**config.mk**
```make
export PLATFORM = sky130hd
export DESIGN_NAME = wtc_top
export DESIGN_NICKNAME = d
export VERILOG_FILES = /design/src/logic/wtc_pkg.sv /design/src/logic/wtc_tick_if.sv /design/src/logic/wtc_edge_sync.sv /design/src/logic/wtc_top.sv
export SDC_FILE = /design/constraint.sdc
export NUM_CORES = 1
export LEC_CHECK = 0
export BUFFER_PORTS_ARGS = -buffer_cell sky130_fd_sc_hd__buf_2
export CAP_MARGIN = 20
export CORE_MARGIN = 1.5
export CORE_UTILIZATION = 46
export CTS_CLUSTER_DIAMETER = 40
export CTS_CLUSTER_SIZE = 10
export DETAILED_ROUTE_END_ITERATION = 12
export HOLD_SLACK_MARGIN = 0.1
export MAX_ROUTING_LAYER = met4
export PLACE_DENSITY = 0.79
export SLEW_MARGIN = 20
export SYNTH_ARGS = -nofsm -noshare
export SYNTH_HDL_FRONTEND = slang
export SYNTH_SLANG_ARGS = --single-unit
```
**constraint.sdc**
```tcl
create_clock -name hclk -period 3.4 [get_ports hclk]
set_input_delay 0 -clock hclk [delete_from_list [all_inputs] [get_ports hclk]]
set_output_delay 0 -clock hclk [all_outputs]
set_load 0.05 [all_outputs]
```
**src/logic/wtc_pkg.sv**
```systemverilog
// shared constants and types of the watchdog timer control block
package wtc_pkg;

   // register indices; byte address is four times the index
   localparam logic [31:0] WTC_MODE_IDX  = 32'h0000ff98;
   localparam logic [31:0] WTC_KEY_IDX   = 32'h0000ff99;
   localparam logic [31:0] WTC_CAUSE_IDX = 32'h0000ff9a;

   // mode register layout and reset value
   localparam logic [7:0] WTC_MODE_RST     = 8'h67;
   localparam logic [2:0] WTC_MODE_HI      = 3'h3;
   localparam int         WTC_SEL_STOP_BIT = 4;
   localparam int         WTC_SEL_SRC_BIT  = 3;
   localparam int         WTC_IVL_MSB      = 2;

   // key register codes
   localparam logic [7:0] WTC_KEY_CODE = 8'hac;
   localparam logic [7:0] WTC_KEY_READ = 8'h9a;

   // reset cause register
   localparam int WTC_FLAG_BIT = 4;

   // overflow intervals: 2^(base+n) ticks of the chosen source
   localparam int WTC_RING_BASE_EXP = 11;
   localparam int WTC_XTAL_BASE_EXP = 13;
   localparam int WTC_CNT_W         = 20;

   // register selection codes
   localparam logic [1:0] WTC_SEL_NONE  = 2'h0;
   localparam logic [1:0] WTC_SEL_MODE  = 2'h1;
   localparam logic [1:0] WTC_SEL_KEY   = 2'h2;
   localparam logic [1:0] WTC_SEL_CAUSE = 2'h3;

   typedef enum logic [2:0] {
      WTC_BUS_IDLE = 3'h1,
      WTC_BUS_WAIT = 3'h2,
      WTC_BUS_DATA = 3'h4
   } wtc_bus_e;

   typedef struct packed {
      wtc_bus_e               bus;
      logic                   hwrite_q;
      logic [1:0]             sel_q;
      logic                   bit_q;
      logic                   hreadyout;
      logic                   hresp;
      logic [31:0]            hrdata;
      logic [4:0]             mode;
      logic                   mode_written;
      logic [WTC_CNT_W-1:0]   count;
      logic                   reset_req;
      logic                   reset_flag;
   } wtc_state_s;

   typedef struct packed {
      logic [1:0] s1;
      logic [1:0] s2;
      logic [1:0] s3;
   } wtc_sync_s;

endpackage : wtc_pkg

```
**src/logic/wtc_tick_if.sv**
```systemverilog
// interface carrying count-source ticks between the watchdog modules
`timescale 1ns/1ps
interface wtc_tick_if;
   logic ring_tick;
   logic xtal_tick;
   modport src (output ring_tick, output xtal_tick);
   modport snk (input ring_tick, input xtal_tick);
endinterface : wtc_tick_if

```
**src/logic/wtc_edge_sync.sv**
```systemverilog
// synchroniser and rising-edge detector for the two count clocks
`timescale 1ns/1ps
module wtc_edge_sync
   import wtc_pkg::*;
(
   input  wire logic hclk,
   input  wire logic hresetn,
   input  wire logic ring_osc_clk,
   input  wire logic xtal_clk,
   wtc_tick_if.src   tick
);
   wtc_sync_s q;
   wtc_sync_s next_q;
   logic [1:0] edge_hit;

   always_comb
   begin
      next_q    = q;
      next_q.s1 = {xtal_clk, ring_osc_clk};
      // first stage is read only by the second stage
      next_q.s2 = q.s1;
      next_q.s3 = q.s2;
   end

   always_ff @(posedge hclk or negedge hresetn)
   begin
      if (!hresetn)
         q <= '0;
      else
         q <= next_q;
   end

   for (genvar i = 0; i < 2; i++)
   begin : g_edge
      assign edge_hit[i] = q.s2[i] & ~q.s3[i];
   end

   assign tick.ring_tick = edge_hit[0];
   assign tick.xtal_tick = edge_hit[1];

endmodule : wtc_edge_sync

```
**src/logic/wtc_top.sv**
```systemverilog
// watchdog timer control: ahb-lite registers, counter and reset request
`timescale 1ns/1ps
module wtc_top
   import wtc_pkg::*;
#(
   parameter bit FIXED_RING_OSC = 1'b1
)
(
   input  wire logic        hclk,
   input  wire logic        hresetn,
   input  wire logic        hsel,
   input  wire logic [31:0] haddr,
   input  wire logic [1:0]  htrans,
   input  wire logic        hwrite,
   input  wire logic [2:0]  hsize,
   input  wire logic [31:0] hwdata,
   input  wire logic        hready,
   input  wire logic        bit_access,
   input  wire logic        halt_mode,
   input  wire logic        stop_mode,
   input  wire logic        ring_osc_clk,
   input  wire logic        xtal_clk,
   output logic             hreadyout,
   output logic             hresp,
   output logic [31:0]      hrdata,
   output logic             wdt_reset_req,
   output logic             watchdog_reset_flag
);
   import wtc_pkg::*;

   localparam logic [4:0] MODE_LOW_RST = WTC_MODE_RST[4:0];

   wtc_state_s q;
   wtc_state_s next_q;

   logic                 accept;
   logic                 wr_fire;
   logic                 mode_wr;
   logic                 key_wr;
   logic                 key_good;
   logic                 bad_mode;
   logic                 bad_key;
   logic                 stopped;
   logic                 pause;
   logic                 src_xtal;
   logic                 tick;
   logic                 overflow;
   logic                 wd_event;
   logic [1:0]           sel_d;
   logic [WTC_CNT_W-1:0] term;

   wtc_tick_if ticks ();

   wtc_edge_sync u_sync (
      .hclk         (hclk),
      .hresetn      (hresetn),
      .ring_osc_clk (ring_osc_clk),
      .xtal_clk     (xtal_clk),
      .tick         (ticks.src)
   );

   function automatic logic [1:0] sel_of(input logic [31:0] a);
      if (a == {WTC_MODE_IDX[29:0], 2'b00})
         return WTC_SEL_MODE;
      else if (a == {WTC_KEY_IDX[29:0], 2'b00})
         return WTC_SEL_KEY;
      else if (a == {WTC_CAUSE_IDX[29:0], 2'b00})
         return WTC_SEL_CAUSE;
      else
         return WTC_SEL_NONE;
   endfunction : sel_of

   // last count value before overflow
   function automatic logic [WTC_CNT_W-1:0] term_of(input logic xt,
                                                   input logic [2:0] n);
      logic [4:0] e;
      e = xt ? 5'(WTC_XTAL_BASE_EXP) + 5'(n)
             : 5'(WTC_RING_BASE_EXP) + 5'(n);
      return WTC_CNT_W'((21'h1 << e) - 21'h1);
   endfunction : term_of

   always_comb
   begin
      next_q           = q;
      next_q.reset_req = 1'b0;
      next_q.hresp     = 1'b0;

      sel_d  = sel_of(haddr);
      accept = hsel && htrans[1] && hready;

      // bus write completes at the end of the data state
      wr_fire  = (q.bus == WTC_BUS_DATA) && q.hwrite_q;
      // bit access to the mode register is not supported; dropped
      mode_wr  = wr_fire && (q.sel_q == WTC_SEL_MODE) && !q.bit_q;
      key_wr   = wr_fire && (q.sel_q == WTC_SEL_KEY);
      key_good = key_wr && !q.bit_q && (hwdata[7:0] == WTC_KEY_CODE);

      stopped  = !FIXED_RING_OSC && q.mode[WTC_SEL_STOP_BIT];
      // fixed option never pauses; stoppable one halts in standby
      pause    = stopped || (!FIXED_RING_OSC && (halt_mode || stop_mode));
      src_xtal = !FIXED_RING_OSC && q.mode[WTC_SEL_SRC_BIT];
      tick     = src_xtal ? ticks.xtal_tick : ticks.ring_tick;
      term     = term_of(src_xtal, q.mode[WTC_IVL_MSB:0]);

      bad_mode = mode_wr && q.mode_written;
      bad_key  = key_wr && !key_good;
      overflow = !pause && tick && (q.count == term);
      wd_event = overflow || (!stopped && (bad_mode || bad_key));

      // counter runs from reset release on its own
      if (!pause && tick)
         next_q.count = q.count + WTC_CNT_W'(1);

      if (mode_wr && !q.mode_written)
      begin
         next_q.mode_written = 1'b1;
         next_q.count        = '0;
         if (FIXED_RING_OSC)
            next_q.mode = {2'b00, hwdata[WTC_IVL_MSB:0]};
         else
            next_q.mode = hwdata[4:0];
      end

      if (key_good)
         next_q.count = '0;

      // bus phases
      if (q.bus == WTC_BUS_WAIT)
      begin
         next_q.bus       = WTC_BUS_DATA;
         next_q.hreadyout = 1'b1;
      end
      else if (accept)
      begin
         next_q.hwrite_q = hwrite;
         next_q.sel_q    = sel_d;
         next_q.bit_q    = bit_access;
         next_q.hrdata   = '0;
         if (hwrite && sel_d == WTC_SEL_MODE)
         begin
            // one wait state for the mode register
            next_q.bus       = WTC_BUS_WAIT;
            next_q.hreadyout = 1'b0;
         end
         else
         begin
            next_q.bus       = WTC_BUS_DATA;
            next_q.hreadyout = 1'b1;
         end
         if (!hwrite)
         begin
            case (sel_d)
               WTC_SEL_MODE:
                  next_q.hrdata = {24'h0, WTC_MODE_HI, q.mode};
               WTC_SEL_KEY:
                  next_q.hrdata = {24'h0, WTC_KEY_READ};
               WTC_SEL_CAUSE:
               begin
                  next_q.hrdata = 32'(q.reset_flag) << WTC_FLAG_BIT;
                  next_q.reset_flag = 1'b0;
               end
               default:
                  next_q.hrdata = '0;
            endcase
         end
      end
      else
      begin
         next_q.bus       = WTC_BUS_IDLE;
         next_q.hreadyout = 1'b1;
      end

      // watchdog reset returns the block to its reset mode; set beats clear
      if (wd_event)
      begin
         next_q.reset_req    = 1'b1;
         next_q.reset_flag   = 1'b1;
         next_q.mode         = MODE_LOW_RST;
         next_q.mode_written = 1'b0;
         next_q.count        = '0;
      end
   end

   always_ff @(posedge hclk or negedge hresetn)
   begin
      if (!hresetn)
      begin
         q              <= '0;
         q.bus          <= WTC_BUS_IDLE;
         q.hreadyout    <= 1'b1;
         q.mode         <= MODE_LOW_RST;
      end
      else
         q <= next_q;
   end

   assign hreadyout           = q.hreadyout;
   assign hresp               = q.hresp;
   assign hrdata              = q.hrdata;
   assign wdt_reset_req       = q.reset_req;
   assign watchdog_reset_flag = q.reset_flag;
endmodule : wtc_top

```
==> reports/metrics.cfg <==
[outcome]
outcome=completed

[route]
first_iter_violations=279
ant_nets=0
drt-pass1-iter-count=5
totalWireLength_um=7330
vias=2811
drc=0
wl_per_cell_um=13.8
vias_per_cell=5.29

[setup_path]
critPathRequiredTime_ns=3.58
r2r_cells=13
critPathSlowestCell=or4b_1
cp_common_cell=buf_4
worst_path_largest_cell_delay_ns=0.52
path_cells=nor2_2 > inv_1 > ha_1 > buf_4 > or4b_1 > a21oi_4 > o2111ai_1 > a21o_1 > nand4_1 > nor4_4 > buf_4 > buf_6 > a211o_1
end_kind=flop
critPathArrivalTime_ns=3.44
crit_type=reg -> reg
worst-path-max-fanout=11
worstSetupStartpointType=flop

[sta]
holdWs_ns=0.129
period_share_pct=95.6
skew_ns=0.0116
finalHoldViolCount=0
timing.fmax_ghz=0.308
slew_violations=0
slew_headroom_pct=36.9
setup_tns_ns=0
fin_crit_ns=3.25
tightest_slew_ns=0.947
rsz0062_at_grt=false
setup_viol=0

[hold_path]
worstHoldPathCells=4
min_path_type=in -> reg

[floorplan]
std_cell_rows=30
core_area_um2=6790
design.die.area_um2=7520
ios=115
die_h_um=86.7
initial_core_util_pct=47.4
fp.dieW_um=86.7

[place]
placedInstanceArea_um2=3450
portBuffers=58
gp_congestion=0.971
dp_hpwl_um=5220

[synth]
ys.flop_type=dfrtp_1
async_reset_ff_share_pct=100
postSynthAreaPerCell_um2=8.59
synth_top_cells_by_count=nand2_1, dfrtp_1, buf_4
yosysMostFrequentCell=nand2_1
synth_area_leaders=dfrtp_1, buf_4, nand2_1, xnor2_1, dfstp_2
synth_edf_count=0
yosysUniqueCellTypes=58
synth_area_leader_cell=dfrtp_1
yosys.area.top_type_share_pct=30.3
netlist_area_um2=3220
ys_seq_area_share_pct=34.4
netlist_instances=375
yosysWarnings=0
synth-seq-cells=44

[cells_and_area]
final_nets=517
n_antenna_cell=0
num-fill-cells=604
seq_area_um2=1110
drive_gt1_share_pct=27.8
fin_area_um2=3710
multi_input_area_um2=1850
syn_to_final_growth_pct=15.1

[clock_tree]
cts.clk_slew.worst_paths_ns=0.09
cts_tree=yes
insertion_delay_ns=0.30
root_buffer=clkbuf_8
clock_path_buffers=2
clock-sinks=44
h-tree-depth=2
cts_made_buffers=5

[global_routing]
grt_remaining_overflow=0
track_usage_pct=21.3
antenna_found_initial=0
grt_pass1_wl_um=12400
grt_pass1_vias=2726
grt_max_degree=45

[flow_run]
max-cap-violations=0

[power]
p_leak_nw=1.69
max-vdd-ir-drop_v=0.000161
p_per_area_nw_per_um2=378

-- layout make-up --
| class | count | share of cell area, % |
|---|---|---|
| clock buffers | 5 | 1.86 |
| multi-input cells | 297 | 50.0 |
| inverters | 6 | 0.607 |
| clock inverters | 3 | 1.25 |
| well taps | 96 | 3.24 |
| flip-flops and latches | 44 | 29.9 |
| repair buffers | 80 | 13.2 |
-- state kept, by name, summed over array words and instances (netlist names) --
register and cells:
u_sync.q 1, watchdog_reset_flag 1, hreadyout 1, wdt_reset_req 1, hrdata 7, u_sync.next_q 2, q 31
-- per-stage QoR --
stage / instances / total power [mW] / setup WS (ns) / util, %
floorplan: 399 / 0.912 / 0.185 / -
global placement: 512 / 0.965 / 0.0669 / 50.7
detailed placement: 512 / 0.980 / -0.0237 / 50.7
CTS: 530 / 1.40 / 0.00352 / 53.9
global route: 531 / 1.47 / 0.00846 / 54.6
finish: 531 / 1.40 / 0.148 / 54.6
-- power by group --
part	switching [mW]	internal (mW)
Sequential	0.0587	0.566
Combinational	0.216	0.151
Clock	0.190	0.221
-- critical path: cells and delay by family, from the launching register on --
family                     cells  cell delay (ns)
DFF                            1             0.38
AOI/OAI and AO/OA              4             0.81
buffers and inverters          4             0.65
adders and majority gates      1             0.37
and+or+nand+nor                4             0.93
-- logic make-up (layout without fill, tap and decap cells) --
group	count (synthesis)	count (layout)	synth area share, %
AO/OA/AOI/OAI	46	46	10.2
XOR/XNOR	32	32	8.70
other	1	25	0.116
buffers and inverters	58	94	11.8
multiplexers	7	7	2.29
AND/OR/NAND/NOR	183	183	30.9
adder cells (fa/ha/maj)	4	4	1.55
flip-flops	44	44	34.4
-- metal layers --
layer,share of wire (%),track usage [%],up-vias
met5,0,-,-
met1,41,25.2,1363
li1,-,-,1343
met3,4.8,2.95,15
met2,52,36.9,90
met4,2.2,8.06,0
-- worst paths after layout --
check                            startpoint                   to  slack (ns)
max in group asynchronous           hresetn                q[62]        2.43
min in group asynchronous           hresetn                q[16]        0.37
hold reg to reg            u_sync.next_q[2]     u_sync.next_q[0]        0.37
setup / recovery                      q[24]  watchdog_reset_flag        0.15
hold / removal                    hwdata[0]                q[23]        0.13
setup reg to reg                      q[24]  watchdog_reset_flag        0.15
-- cell usage in the layout (no fill, tap or decap), types with 3 or more instances in the layout --
master / Yosys / routed
a211o_1: 3 / 3
a21o_1: 3 / 3
a21oi_1: 10 / 10
a31oi_1: 4 / 4
and3_1: 6 / 6
buf_2: 5 / 58
buf_4: 34 / 10
buf_6: 4 / 3
clkbuf_8: 0 / 5
conb_1: 1 / 25
dfrtp_1: 39 / 39
dfstp_2: 5 / 5
dlygate4sd3_1: 0 / 9
ha_1: 4 / 4
inv_1: 6 / 6
mux2_2: 3 / 3
mux2i_1: 4 / 3
nand2_1: 56 / 56
nand2b_1: 6 / 6
nand3_1: 12 / 12
nand4_1: 7 / 7
nor2_1: 15 / 14
nor2_2: 20 / 21
nor2b_1: 11 / 11
nor3_1: 16 / 16
nor3b_1: 6 / 4
nor4_1: 4 / 3
nor4b_1: 4 / 4
o21ai_0: 8 / 7
o31ai_1: 3 / 3
or2_1: 3 / 3
xnor2_1: 22 / 22
xor2_1: 10 / 10
-- what timing repair did --
item,4_1_cts,5_1_grt
gates cloned,0,0
resized for setup,1,8
setup endpoints to repair,23,26
endpoints found under the hold margin,53,0
buffers inserted,1,1
pin swaps,1,2
hold buffers,9,0
No activity file was read; power rests on OpenSTA's default activity.
